===== src/hw/sacc_pkg.sv =====
// Purpose: shared constants and types for the search accelerator and configuration block
// Assumes: byte-wide host stream, one slot request at a time on the bus side
// Notes:   register offsets are byte addresses of 32-bit words
package sacc_pkg;

  // ****************************************************
  // register map
  // ****************************************************
  localparam logic [3:0] SACC_OFS_CTRL   = 4'h0;
  localparam logic [3:0] SACC_OFS_STATUS = 4'h4;
  localparam logic [3:0] SACC_OFS_CONFIG = 4'h8;
  localparam int         SACC_CTRL_SRCH  = 0;
  localparam int         SACC_ST_BUSY    = 0;
  localparam int         SACC_ST_ERR     = 1;
  localparam int         SACC_ST_POS_LSB = 2;

  // ****************************************************
  // command byte layout
  // ****************************************************
  localparam int         SACC_CMD_TOP      = 7;
  localparam int         SACC_CMD_LSB      = 0;
  localparam int         SACC_CMD_PAR_HI   = 6;
  localparam int         SACC_CMD_PAR_LO   = 4;
  localparam int         SACC_CMD_VAL_HI   = 3;
  localparam int         SACC_CMD_VAL_LO   = 1;
  localparam int         SACC_CMD_SRCH_BIT = 4;
  localparam logic [2:0] SACC_SRCH_TOP     = 3'h5;
  localparam logic [1:0] SACC_SRCH_LOW     = 2'h1;
  localparam logic [7:0] SACC_CMD_PSTOP    = 8'hf1;
  localparam int         SACC_POS_PER_BYTE = 4;
  localparam int         SACC_BAUD_INV_BIT = 2;

  // ****************************************************
  // parameter codes
  // ****************************************************
  localparam logic [2:0] SACC_PAR_RDSEL = 3'h0;
  localparam logic [2:0] SACC_PAR_SLEW  = 3'h1;
  localparam logic [2:0] SACC_PAR_PPD   = 3'h2;
  localparam logic [2:0] SACC_PAR_SPUD  = 3'h3;
  localparam logic [2:0] SACC_PAR_W1LT  = 3'h4;
  localparam logic [2:0] SACC_PAR_DSO   = 3'h5;
  localparam logic [2:0] SACC_PAR_LOAD  = 3'h6;
  localparam logic [2:0] SACC_PAR_BAUD  = 3'h7;

  // ****************************************************
  // reset values of the value codes
  // ****************************************************
  localparam logic [2:0] SACC_RST_SLEW = 3'h0;  // 15 V/us
  localparam logic [2:0] SACC_RST_PPD  = 3'h4;  // 512 us
  localparam logic [2:0] SACC_RST_SPUD = 3'h4;  // 524 ms
  localparam logic [2:0] SACC_RST_W1LT = 3'h0;  // 8 us standard
  localparam logic [2:0] SACC_RST_DSO  = 3'h0;  // 3 us
  localparam logic [2:0] SACC_RST_LOAD = 3'h0;
  localparam logic [2:0] SACC_RST_BAUD = 3'h0;  // 9.6 kbps

  typedef struct packed {
    logic [2:0] slew;
    logic [2:0] ppd;
    logic [2:0] spud;
    logic [2:0] w1lt;
    logic [2:0] dso;
    logic [2:0] load;
    logic [2:0] baud;
  } sacc_cfg_t;

  localparam sacc_cfg_t SACC_CFG_RST = '{SACC_RST_SLEW, SACC_RST_PPD, SACC_RST_SPUD,
                                         SACC_RST_W1LT, SACC_RST_DSO, SACC_RST_LOAD, SACC_RST_BAUD};

  typedef struct packed {
    logic req;
    logic wr;
    logic wbit;
  } sacc_slot_t;

endpackage


===== src/hw/sacc_sync2.sv =====
// Purpose: two-stage synchroniser for an asynchronous level
// Assumes: input is a slow level, no pulse shorter than two clocks
// Notes:   first stage is read only by the second
`timescale 1ns/10ps
module sacc_sync2 (
  input  wire logic clk_i,   // system clock
  input  wire logic rst_i,   // sync reset, high
  input  wire logic d_i,     // async level
  output logic      q_o      // synchronised level
);
  logic meta_r;

  always_ff @(posedge clk_i) begin
    if (rst_i) begin
      meta_r <= 1'b0;
      q_o    <= 1'b0;
    end else begin
      meta_r <= d_i;
      q_o    <= meta_r;
    end
  end
endmodule


===== src/hw/sacc_decide.sv =====
// Purpose: per-position decision of the search write slot
// Assumes: both read slots of the position are known
// Notes:   pure combinational
`timescale 1ns/10ps
module sacc_decide (
  input  wire logic rd_a_i,   // first read slot
  input  wire logic rd_b_i,   // second read slot
  input  wire logic path_i,   // host path choice
  input  wire logic err_i,    // bus error seen earlier
  output logic      wbit_o,   // value for write slot
  output logic      disc_o,   // discrepancy flag
  output logic      err_o     // error after this position
);
  logic conflict;
  logic absent;

  always_comb begin
    conflict = ~rd_a_i & ~rd_b_i;
    absent   = rd_a_i & rd_b_i;
    disc_o   = conflict | absent;
    err_o    = err_i | absent;
    if (err_o) begin
      wbit_o = 1'b1;
    end else if (conflict) begin
      wbit_o = path_i;
    end else begin
      wbit_o = rd_a_i;
    end
  end
endmodule


===== src/hw/sacc_top.sv =====
// Purpose: search accelerator and configuration parameter store of a serial to single-wire master
// Assumes: host bytes arrive already deframed with a command/data mode flag on this clock
// Notes:   slot timing and edge shaping live outside; this block only orders slots and holds codes
//
// Design decisions made here: the register addresses and register access over Avalon-MM.
`timescale 1ns/10ps
module sacc_top (
  input  wire logic        SYS_CLK_I,               // 100 MHz clock
  input  wire logic        SYS_RST_I,               // sync reset, high
  input  wire logic [3:0]  AVS_ADDRESS_I,           // byte address
  input  wire logic        AVS_READ_I,              // read strobe
  input  wire logic        AVS_WRITE_I,             // write strobe
  input  wire logic [31:0] AVS_WRITEDATA_I,         // write data
  input  wire logic [3:0]  AVS_BYTEENABLE_I,        // byte lanes
  output logic [31:0]      AVS_READDATA_O,          // read data
  output logic             AVS_WAITREQUEST_O,       // stall
  input  wire logic        HOST_RX_VALID_I,         // host byte strobe
  input  wire logic [7:0]  HOST_RX_DATA_I,          // host byte
  input  wire logic        HOST_RX_CMD_MODE_I,      // 1 command mode, 0 data mode
  output logic             HOST_RX_READY_O,         // block can take a byte
  output logic             HOST_TX_VALID_O,         // response strobe
  output logic [7:0]       HOST_TX_DATA_O,          // response byte
  output logic [2:0]       HOST_BAUD_CODE_O,        // rate code for the host link
  input  wire logic        POLARITY_SELECT_PIN_I,   // async polarity strap
  output logic             RX_POLARITY_O,           // effective receive polarity
  output sacc_pkg::sacc_slot_t SLOT_O,              // slot request, kind, write value
  input  wire logic        SLOT_DONE_I,             // slot finished pulse
  input  wire logic        SLOT_RBIT_I,             // sampled bit at done
  output sacc_pkg::sacc_cfg_t CFG_O,                // current value codes
  output logic             SEARCH_ON_O,             // search flag
  output logic             PULSE_STOP_O             // end pulse request
);
  import sacc_pkg::*;

  // ****************************************************
  // state
  // ****************************************************
  typedef enum logic [4:0] {
    SACC_S_IDLE  = 5'b00001,
    SACC_S_RDA   = 5'b00010,
    SACC_S_RDB   = 5'b00100,
    SACC_S_WR    = 5'b01000,
    SACC_S_EMIT  = 5'b10000
  } sacc_state_t;

  sacc_state_t state_r;
  sacc_state_t state_nxt;
  sacc_cfg_t   cfg_r;
  logic        srch_r;
  logic        err_r;
  logic [7:0]  path_r;
  logic [7:0]  resp_r;
  logic [1:0]  sub_r;
  logic [5:0]  pos_r;
  logic        rda_r;
  logic        pol_sync;
  logic        wbit;
  logic        disc;
  logic        err_nxt;
  logic        path_bit;

  // ****************************************************
  // host byte decode
  // ****************************************************
  logic       rx_take;
  logic       cmd_cfg;
  logic       cmd_rd;
  logic       cmd_srch;
  logic       cmd_stop;
  logic       data_srch;
  logic [2:0] par_code;
  logic [2:0] val_code;
  logic [2:0] rd_code;
  logic [2:0] cur_val;

  assign rx_take   = HOST_RX_VALID_I & HOST_RX_READY_O;
  assign par_code  = HOST_RX_DATA_I[SACC_CMD_PAR_HI:SACC_CMD_PAR_LO];
  assign val_code  = HOST_RX_DATA_I[SACC_CMD_VAL_HI:SACC_CMD_VAL_LO];
  assign rd_code   = val_code;
  assign cmd_cfg   = rx_take & HOST_RX_CMD_MODE_I & ~HOST_RX_DATA_I[SACC_CMD_TOP]
                   & HOST_RX_DATA_I[SACC_CMD_LSB];
  assign cmd_rd    = cmd_cfg & (par_code == SACC_PAR_RDSEL);
  assign cmd_srch  = rx_take & HOST_RX_CMD_MODE_I & (HOST_RX_DATA_I[7:5] == SACC_SRCH_TOP)
                   & (HOST_RX_DATA_I[1:0] == SACC_SRCH_LOW);
  assign cmd_stop  = rx_take & HOST_RX_CMD_MODE_I & (HOST_RX_DATA_I == SACC_CMD_PSTOP);
  assign data_srch = rx_take & ~HOST_RX_CMD_MODE_I & srch_r;

  always_comb begin
    unique case (rd_code)
      SACC_PAR_SLEW: cur_val = cfg_r.slew;
      SACC_PAR_PPD:  cur_val = cfg_r.ppd;
      SACC_PAR_SPUD: cur_val = cfg_r.spud;
      SACC_PAR_W1LT: cur_val = cfg_r.w1lt;
      SACC_PAR_DSO:  cur_val = cfg_r.dso;
      SACC_PAR_LOAD: cur_val = cfg_r.load;
      SACC_PAR_BAUD: cur_val = cfg_r.baud;
      default:       cur_val = 3'h0;
    endcase
  end

  // ****************************************************
  // configuration store
  // ****************************************************
  // value codes are stored as sent; strong pullup code 110 is the host's to avoid
  always_ff @(posedge SYS_CLK_I) begin
    if (SYS_RST_I) begin
      cfg_r <= SACC_CFG_RST;
    end else if (cmd_cfg && !cmd_rd) begin
      unique case (par_code)
        SACC_PAR_SLEW: cfg_r.slew <= val_code;
        SACC_PAR_PPD:  cfg_r.ppd  <= val_code;
        SACC_PAR_SPUD: cfg_r.spud <= val_code;
        SACC_PAR_W1LT: cfg_r.w1lt <= val_code;
        SACC_PAR_DSO:  cfg_r.dso  <= val_code;
        SACC_PAR_LOAD: cfg_r.load <= val_code;
        SACC_PAR_BAUD: cfg_r.baud <= val_code;
        default:       cfg_r.load <= cfg_r.load;
      endcase
    end
  end

  assign CFG_O            = cfg_r;
  assign HOST_BAUD_CODE_O = cfg_r.baud;

  // ****************************************************
  // polarity
  // ****************************************************
  sacc_sync2 u_pol_sync (
    .clk_i (SYS_CLK_I),
    .rst_i (SYS_RST_I),
    .d_i   (POLARITY_SELECT_PIN_I),
    .q_o   (pol_sync)
  );

  always_ff @(posedge SYS_CLK_I) begin
    if (SYS_RST_I) begin
      RX_POLARITY_O <= 1'b0;
    end else begin
      RX_POLARITY_O <= pol_sync ^ cfg_r.baud[SACC_BAUD_INV_BIT];
    end
  end

  // ****************************************************
  // pulse stop
  // ****************************************************
  // data-mode F1h is a plain byte, so only the command path can stop a pulse
  always_ff @(posedge SYS_CLK_I) begin
    if (SYS_RST_I) begin
      PULSE_STOP_O <= 1'b0;
    end else begin
      PULSE_STOP_O <= cmd_stop;
    end
  end

  // ****************************************************
  // search flag and error latch
  // ****************************************************
  logic bus_wr_ctrl;

  always_ff @(posedge SYS_CLK_I) begin
    if (SYS_RST_I) begin
      srch_r <= 1'b0;
    end else if (cmd_srch) begin
      srch_r <= HOST_RX_DATA_I[SACC_CMD_SRCH_BIT];
    end else if (bus_wr_ctrl && state_r == SACC_S_IDLE) begin
      srch_r <= AVS_WRITEDATA_I[SACC_CTRL_SRCH];
    end
  end

  assign SEARCH_ON_O = srch_r;

  always_ff @(posedge SYS_CLK_I) begin
    if (SYS_RST_I || !srch_r) begin
      err_r <= 1'b0;
    end else if (state_r == SACC_S_RDB && SLOT_DONE_I) begin
      err_r <= err_nxt;
    end
  end

  // ****************************************************
  // search sequencer
  // ****************************************************
  assign path_bit = path_r[2 * sub_r + 1];

  sacc_decide u_decide (
    .rd_a_i (rda_r),
    .rd_b_i (SLOT_RBIT_I),
    .path_i (path_bit),
    .err_i  (err_r),
    .wbit_o (wbit),
    .disc_o (disc),
    .err_o  (err_nxt)
  );

  always_comb begin
    state_nxt = state_r;
    unique case (state_r)
      SACC_S_IDLE: if (data_srch) state_nxt = SACC_S_RDA;
      SACC_S_RDA:  if (SLOT_DONE_I) state_nxt = SACC_S_RDB;
      SACC_S_RDB:  if (SLOT_DONE_I) state_nxt = SACC_S_WR;
      SACC_S_WR: begin
        if (SLOT_DONE_I) begin
          state_nxt = (sub_r == 2'(SACC_POS_PER_BYTE - 1)) ? SACC_S_EMIT : SACC_S_RDA;
        end
      end
      SACC_S_EMIT: state_nxt = SACC_S_IDLE;
      default:     state_nxt = SACC_S_IDLE;
    endcase
  end

  always_ff @(posedge SYS_CLK_I) begin
    if (SYS_RST_I) begin
      state_r <= SACC_S_IDLE;
    end else begin
      state_r <= state_nxt;
    end
  end

  always_ff @(posedge SYS_CLK_I) begin
    if (SYS_RST_I) begin
      path_r <= 8'h00;
      sub_r  <= 2'h0;
      rda_r  <= 1'b0;
    end else begin
      if (data_srch) begin
        path_r <= HOST_RX_DATA_I;
        sub_r  <= 2'h0;
      end
      if (state_r == SACC_S_RDA && SLOT_DONE_I) begin
        rda_r <= SLOT_RBIT_I;
      end
      if (state_r == SACC_S_WR && SLOT_DONE_I) begin
        sub_r <= sub_r + 2'h1;
      end
    end
  end

  // position counter restarts whenever search is switched off
  always_ff @(posedge SYS_CLK_I) begin
    if (SYS_RST_I || !srch_r) begin
      pos_r <= 6'h00;
    end else if (state_r == SACC_S_WR && SLOT_DONE_I) begin
      pos_r <= pos_r + 6'h01;
    end
  end

  // slot request held until the slot engine reports done
  always_ff @(posedge SYS_CLK_I) begin
    if (SYS_RST_I) begin
      SLOT_O <= '0;
    end else if (SLOT_DONE_I || (state_r == SACC_S_IDLE && !data_srch)) begin
      SLOT_O.req <= 1'b0;
      if (state_r == SACC_S_RDA) begin
        SLOT_O <= '{req: 1'b1, wr: 1'b0, wbit: 1'b1};
      end else if (state_r == SACC_S_RDB) begin
        SLOT_O <= '{req: 1'b1, wr: 1'b1, wbit: wbit};
      end else if (state_r == SACC_S_WR && sub_r != 2'(SACC_POS_PER_BYTE - 1)) begin
        SLOT_O <= '{req: 1'b1, wr: 1'b0, wbit: 1'b1};
      end
    end else if (data_srch) begin
      SLOT_O <= '{req: 1'b1, wr: 1'b0, wbit: 1'b1};
    end
  end

  always_ff @(posedge SYS_CLK_I) begin
    if (SYS_RST_I) begin
      resp_r <= 8'h00;
    end else if (state_r == SACC_S_RDB && SLOT_DONE_I) begin
      resp_r[2 * sub_r]     <= disc;
      resp_r[2 * sub_r + 1] <= wbit;
    end
  end

  // ****************************************************
  // host response
  // ****************************************************
  // baud register updates in the same edge as the strobe, so the echo leaves at the new rate
  always_ff @(posedge SYS_CLK_I) begin
    if (SYS_RST_I) begin
      HOST_TX_VALID_O <= 1'b0;
      HOST_TX_DATA_O  <= 8'h00;
    end else begin
      HOST_TX_VALID_O <= 1'b0;
      if (cmd_rd) begin
        HOST_TX_VALID_O <= 1'b1;
        HOST_TX_DATA_O  <= {HOST_RX_DATA_I[7:4], cur_val, 1'b0};
      end else if (cmd_cfg) begin
        HOST_TX_VALID_O <= 1'b1;
        HOST_TX_DATA_O  <= {HOST_RX_DATA_I[7:1], 1'b0};
      end else if (state_r == SACC_S_EMIT) begin
        HOST_TX_VALID_O <= 1'b1;
        HOST_TX_DATA_O  <= resp_r;
      end
    end
  end

  // one byte per search step; no input buffer, so the host link is stalled instead
  always_ff @(posedge SYS_CLK_I) begin
    if (SYS_RST_I) begin
      HOST_RX_READY_O <= 1'b1;
    end else begin
      HOST_RX_READY_O <= (state_nxt == SACC_S_IDLE) && !data_srch;
    end
  end

  // ****************************************************
  // register bus slave
  // ****************************************************
  logic bus_req;

  assign bus_req     = (AVS_READ_I | AVS_WRITE_I) & AVS_WAITREQUEST_O;
  assign bus_wr_ctrl = bus_req & AVS_WRITE_I & (AVS_ADDRESS_I == SACC_OFS_CTRL) & AVS_BYTEENABLE_I[0];

  // one wait cycle per access; writes act on the edge that raises the answer
  always_ff @(posedge SYS_CLK_I) begin
    if (SYS_RST_I) begin
      AVS_WAITREQUEST_O <= 1'b1;
    end else if (!AVS_WAITREQUEST_O) begin
      AVS_WAITREQUEST_O <= 1'b1;
    end else if (AVS_READ_I || AVS_WRITE_I) begin
      AVS_WAITREQUEST_O <= 1'b0;
    end
  end

  always_ff @(posedge SYS_CLK_I) begin
    if (SYS_RST_I) begin
      AVS_READDATA_O <= 32'h0000_0000;
    end else if (bus_req && AVS_READ_I) begin
      unique case (AVS_ADDRESS_I)
        SACC_OFS_CTRL:   AVS_READDATA_O <= {31'h0000_0000, srch_r};
        SACC_OFS_STATUS: AVS_READDATA_O <= {24'h00_0000, pos_r, err_r, ~(state_r == SACC_S_IDLE)};
        SACC_OFS_CONFIG: AVS_READDATA_O <= {11'h000, cfg_r};
        default:         AVS_READDATA_O <= 32'h0000_0000;
      endcase
    end
  end

endmodule


===== config.mk =====
export PLATFORM = sky130hd
export DESIGN_NAME = sacc_top
export DESIGN_NICKNAME = d
export VERILOG_FILES = /design/src/hw/sacc_pkg.sv /design/src/hw/sacc_sync2.sv /design/src/hw/sacc_decide.sv /design/src/hw/sacc_top.sv
export SDC_FILE = /design/constraint.sdc
export NUM_CORES = 1
export LEC_CHECK = 0
export BUFFER_PORTS_ARGS = -buffer_cell sky130_fd_sc_hd__buf_2
export CAP_MARGIN = 40
export CORE_MARGIN = 1
export CORE_UTILIZATION = 46
export DETAILED_ROUTE_END_ITERATION = 8
export GPL_TIMING_DRIVEN = 0
export PLACE_DENSITY = 0.75
export SLEW_MARGIN = 10
export SYNTH_ARGS = -nofsm -noshare
export SYNTH_HDL_FRONTEND = slang
export SYNTH_SLANG_ARGS = --single-unit

===== constraint.sdc =====
create_clock -name SYS_CLK_I -period 1.8 [get_ports SYS_CLK_I]
set_input_delay 0.09 -clock SYS_CLK_I [delete_from_list [all_inputs] [get_ports SYS_CLK_I]]
set_output_delay 0.09 -clock SYS_CLK_I [all_outputs]
set_load 0.02 [all_outputs]

Word-level counts from Yosys, hierarchy flattened
Index checks and enable logic that the tools add are counted.
{ "op_classes": {"n_reduce_logical": 33, "mul": 0, "bitwise": 26, "addsub": 3, "shifts": 0, "div_mod_pow": 0, "n_eq_ne": 28, "n_mux": 34, "order_cmp": 4} }
{ "ops": {"columns": ["cell", "count"], "rows": [
  ["one-hot mux 21 bit (3 select lines)", 1],
  ["== test 3 bit (second input constant)", 9],
  ["2-to-1 mux 5 bit", 5],
  ["2-to-1 mux 8 bit", 3],
  ["one-hot mux 3 bit (7 select lines)", 1],
  ["one-hot mux 5 bit (4 select lines)", 1],
  ["bitwise AND 1 bit", 16],
  ["bitwise mux 8 bit", 2],
  ["AND reduction 2 bit", 8],
  ["2-to-1 mux 3 bit", 5],
  ["== test 3 x 2 -> 1 bit (second input constant)", 4],
  ["logical AND 1 bit", 11],
  ["2-to-1 mux 1 bit", 11],
  ["== test 5 x 1 -> 1 bit (second input constant)", 2],
  ["== test 8 bit (second input constant)", 1],
  ["adder 6 x 1 -> 6 bit (second input constant)", 1],
  ["== test 3 x 1 -> 1 bit (second input constant)", 2],
  ["inverter 1 bit", 6],
  ["nonzero test 2 bit", 3],
  ["== test 5 x 2 -> 1 bit (second input constant)", 1],
  ["== test 5 x 3 -> 1 bit (second input constant)", 1],
  ["== test 5 x 4 -> 1 bit (second input constant)", 1],
  ["== test 5 bit (second input constant)", 1],
  ["adder 3 x 1 -> 4 bit (second input constant)", 1],
  ["other kinds (24)", 31]
]} }
{ "word_totals": {"latchBits": 0, "rom_bits": 0, "output_inout_bits": 73, "ramBits": 0, "inputBits": 57, "memories": 0, "register_bits": 103, "word_cells": 156} }

Longest topological paths before layout
{ "logic_depth": {"word_depth": 8, "depth_mapped": 7, "ltp_nobuf": 5} }

By module
Synthesis repeated with hierarchy kept, for this count alone.
{ "unflattened": {"cells_unflattened": 457, "area_unflattened_um2": 4257.8} }
{ "modules_own_cells": {"columns": ["mod", "instances", "area_each_um2", "seq_area_each_um2", "cells_per_inst"], "rows": [
  ["sacc_top", 1, 4137.7, 1721.7, 444],
  ["sacc_decide", 1, 67.6, 0.0, 9],
  ["sacc_sync2", 1, 52.6, 40.0, 4]
]} }

Worst setup path before layout
OpenSTA, ideal clock, no wires.
{ "synth_path": {"kind": "register -> register", "start": "reg sub_r[0]", "end": "reg SLOT_O[1] in the netlist's numbering", "period_less_slack_ns": 1.827, "path_stages_with_launch": 6, "t_required_ns": 1.685, "setup_time_ns": 0.115, "arrival_ns": 1.713, "setup_slack_ns": -0.027, "n_path_buf": 0, "cell_sequence": "dfxtp_1 ha_1 or4b_1 a311oi_1 a21boi_0 o21a_1"} }
{ "synth_via": {"elab_chain_len": 4} }
{ "synth_lines": {"columns": ["element", "line", "source"], "rows": [
  ["from (decl)", "sacc_top.sv:53", "logic [1:0] sub_r;"],
  ["from (signal assigned)", "sacc_top.sv:233", "sub_r <= sub_r + 2'h1;"],
  ["!= test 2 bit", "sacc_top.sv:257", "end else if (state_r == SACC_S_WR && sub_r != 2'(SACC_POS_PER_BYTE - 1)) begin"],
  ["logical AND 1 bit", "sacc_top.sv:257", null],
  ["!= test 4 x 3 -> 1 bit (no source line)", null, null],
  ["AND reduction 2 bit (no source line)", null, null],
  ["to (signal assigned)", "sacc_top.sv:256", "SLOT_O <= '{req: 1'b1, wr: 1'b1, wbit: wbit};"],
  ["to (signal assigned)", "sacc_top.sv:258", "SLOT_O <= '{req: 1'b1, wr: 1'b0, wbit: 1'b1};"],
  ["to (signal assigned)", "sacc_top.sv:261", "SLOT_O <= '{req: 1'b1, wr: 1'b0, wbit: 1'b1};"],
  ["to (decl)", "sacc_top.sv:26", "output sacc_pkg::sacc_slot_t SLOT_O,"]
]} }
No other way between the ends.
A chain may end at the register's enable or synchronous reset.

Worst setup path in the final report
{ "layout_path": {"start": "reg HOST_RX_READY_O", "end": "reg cfg_r, in the netlist CFG_O[13]"} }
{ "layout_via": {"elab_chain_len": 8} }
{ "layout_lines": {"columns": ["element", "line", "source"], "rows": [
  ["from (decl)", "sacc_top.sv:20", "output logic HOST_RX_READY_O,"],
  ["from (signal assigned)", "sacc_top.sv:302", "HOST_RX_READY_O <= (state_nxt == SACC_S_IDLE) && !data_srch;"],
  ["bitwise AND 1 bit (*)", "sacc_top.sv:76", "assign rx_take = HOST_RX_VALID_I & HOST_RX_READY_O;"],
  ["bitwise AND 1 bit (*) (2 in series)", "sacc_top.sv:80", "assign cmd_cfg = rx_take & HOST_RX_CMD_MODE_I & ~HOST_RX_DATA_I[SACC_CMD_TOP]"],
  ["bitwise AND 1 bit (*)", "sacc_top.sv:81", "& HOST_RX_DATA_I[SACC_CMD_LSB];"],
  ["bitwise AND 1 bit", "sacc_top.sv:82", "assign cmd_rd = cmd_cfg & (par_code == SACC_PAR_RDSEL);"],
  ["zero test 1 bit", "sacc_top.sv:108", "end else if (cmd_cfg && !cmd_rd) begin"],
  ["logical AND 1 bit (*)", "sacc_top.sv:108", null],
  ["AND reduction 2 bit (no source line) (*)", null, null],
  ["to (decl)", "sacc_top.sv:48", "sacc_cfg_t cfg_r;"]
]} }
Mark *: on every way between the ends. The rest lies on a longest branch, timed or not.

==> reports/metrics.cfg <==
[timing]
final-max-slew-violation-count = 0
fin_skew_ns = 0.0158
fin_crit_ns = 1.80
finalSetupViolations = 0
finalSetupTns_ns = 0
maxSlewHeadroom = 0.413
worstMarginPinSlew_ns = 0.880
rsz0062_at_grt = yes
hold_viol = 0
fin_ws_ns = 0.00210
fin_crit_sh = 0.999
max_clock_freq_mhz = 556

[detailed_routing]
post-route-drc-count = 0
ant_nets = 0
wl_microns = 11200
drt-initial-drc-count = 177
vias_per_cell = 5.57
via_count = 3830
firstDrtPassIters = 4
wl_per_cell_microns = 16.3

[flow_run]
cap_violations = 0

[final_layout]
final_cell_count_no_fill = 687
final_util = 0.600
num-nets-final = 638
n_antenna_cell = 0
syn_to_final_growth_pct = 26.8
final_layout_size_suffix_gt1_frac = 0.292

[worst_hold_path]
min_path_type = in -> reg
hold_depth = 3

[yosys]
syn_inst = 457
synth_top_family_by_area = simple AND/OR/NAND/NOR gates
synth_area_leader_cell = dfxtp_1
synth_area_sq_um = 4130
synth-compound-area-share = 0.169
post_synth.cell_area_avg_sq_um = 9.03
ys_top_cells_by_count = dfxtp_1 (88), nor2_1 (66), mux2i_1 (30)
synthTopCellsByArea = dfxtp_1 (43%), mux2i_1 (7.3%), nor2_1 (6.0%)
seq_area_frac_synth = 0.427
synth.area.mux_share = 0.0919
synth-adder-area-share = 0.0212
synth_edf_count = 0
synthXorXnorAreaFrac = 0.0149
yosysWarnings = 0
async_flop_share = 0
synth_top_flop_cell = dfxtp_1
ys_seq_elements = 88
synth_most_common_cell = dfxtp_1
synth_top_area_share = 0.427
yosys.cell_types.count = 58
yosys.area_share.simple = 0.205

[worst_setup_path]
worstReg2RegStart = HOST_RX_READY_O
path_delay_family = simple AND/OR/NAND/NOR gates
worstSetupEndpointType = flip-flop
cp_max_fo = 5
worst-path-stages = 5
startpoint = HOST_RX_READY_O
r2r_slack_ns = 0.002
crit_buf_inv = 1
start_kind = flip-flop
slowest_delay_ns = 0.50
worstReg2RegEnd = CFG_O[13]
path_cells = nand4_1 -> buf_6 -> nor4_2 -> mux2i_1 -> nor2_1
required_ns = 2.05
cp-endpoint = CFG_O[13]
reg2reg_depth = 5
cp_slowest_cell = nor4_2
critPathKind = reg -> reg
worstPathArrival_ns = 2.05

[floorplan]
row_count = 34
die_w_microns = 96.7
dieArea_sq_um = 9350
ioPinCount = 130
core_area_sq_um = 8720
die_h_microns = 96.7
start_util = 0.473

[clock_tree]
clk_pin_slew_ns = 0.10
cts_made_buffers = 9
cts_htree_levels = 3
root_buffer = clkbuf_8
clock-sinks = 88
cts_tree = done
cts_max_path_buffers = 2
clk_latency_ns = 0.38

[placement]
dp_slack_ns = -0.231
place_inst = 658
io_buffers = 82
place_congestion = 0.859
hpwl_microns = 8040

[global_route]
overflow = 0
grt_pass1_wl_microns = 18000
antenna_found_initial = 0
track_usage = 0.240
first_global_vias = 3639
grt_max_degree = 17

[outcome]
status = finished clean

[power_and_ir_drop]
ir_drop_v = 0.000327
power_density_nw_per_um2 = 687
leakage_nw = 2.07

-- flip-flops by register name, indices dropped and copies added, names as in the netlist, 2 cells and up --
register,count
CFG_O,18
HOST_TX_DATA_O,8
HOST_BAUD_CODE_O,3
sub_r,2
SLOT_O,3
path_r,4
pos_r,6
AVS_READDATA_O,21
state_r,5
resp_r,8
-- report_power, final --
group	switching [mW]	internal (mW)	leakage (nW)	total [mW]
clock	0.773	0.554	0.0895	1.33
combinational	0.207	0.0990	1.27	0.306
sequential	0.00882	1.96	0.712	1.96
-- metal layers --
layer	global-route usage	routed length (microns)
met2	0.399	5330
met4	0.0918	248
met1	0.310	5060
met3	0.0405	594
met5	0	0
-- placed cells by master (no fill, tap or decap), types with 3 or more instances in the layout --
master / n
inv_1: 10
nor4_2: 3
buf_2: 89
nor3_1: 10
a22oi_1: 20
nand2b_1: 8
dlygate4sd3_1: 4
a311oi_1: 14
o21ai_0: 11
ha_1: 6
nor3b_1: 3
or3_1: 3
or3b_2: 3
conb_1: 11
mux4_2: 3
a2111oi_4: 3
a21oi_1: 21
nor4_1: 8
buf_4: 27
nand2_1: 28
nor4_4: 5
a22o_1: 7
nor2_1: 64
clkbuf_1: 18
xnor2_1: 6
mux2i_1: 30
dfxtp_1: 85
nand3_1: 8
clkbuf_8: 10
nor2b_1: 5
-- worst min-delay path, cell delays in order --
cell	delay (ns)
buf_2	0.14
nand3_1	0.09
nor4_1	0.05
-- repair_timing --
item                       CTS  global route
setup endpoints to repair   45            54
pin swaps                    3            13
resized for setup           18            26
hold endpoints to repair     3             0
buffers inserted             0            11
gates cloned                 0             1
hold buffers                 4             0
-- area by class of cell --
type / instances / area (sq um)
Multi-Input combinational cell: 322 / 2300
Buffer: 44 / 248
Sequential cell: 88 / 1770
Clock buffer: 10 / 138
Timing Repair Buffer: 99 / 549
Inverter: 10 / 37.5
Tap cell: 108 / 135
Fill cell: 783 / 3490
Clock inverter: 6 / 50.0
-- how the worst min path moves through the flow --
stage / startpoint / endpoint / slack, ns
global route: HOST_RX_DATA_I[6] / PULSE_STOP_O / 0.04
finish: HOST_RX_DATA_I[6] / PULSE_STOP_O / 0.04
detailed placement: POLARITY_SELECT_PIN_I / u_pol_sync.meta_r / 0.30
global placement: POLARITY_SELECT_PIN_I / u_pol_sync.meta_r / 0.31
CTS: HOST_RX_DATA_I[6] / PULSE_STOP_O / 0.03
floorplan: AVS_READ_I / AVS_WAITREQUEST_O / 0.21
-- through the flow --
stage	total power, mW	area (sq um)	hold slack, ns
finish	3.60	5230	0.0397
global route	3.73	5230	0.0355
CTS	3.59	5050	0.0296
detailed placement	2.28	4730	0.303
global placement	2.28	4710	0.308
floorplan	2.18	4170	0.206
-- cells by family (layout without fill, tap and decap cells) --
kind of cell / count (synthesis) / count (layout)
simple gates: 168 / 168
buf+inv: 57 / 169
xor+xnor: 7 / 7
mux: 34 / 34
compound gates: 95 / 95
other cells: 1 / 11
flops: 88 / 88
fa+ha+maj: 7 / 7
No activity file was read; power rests on OpenSTA's default activity.
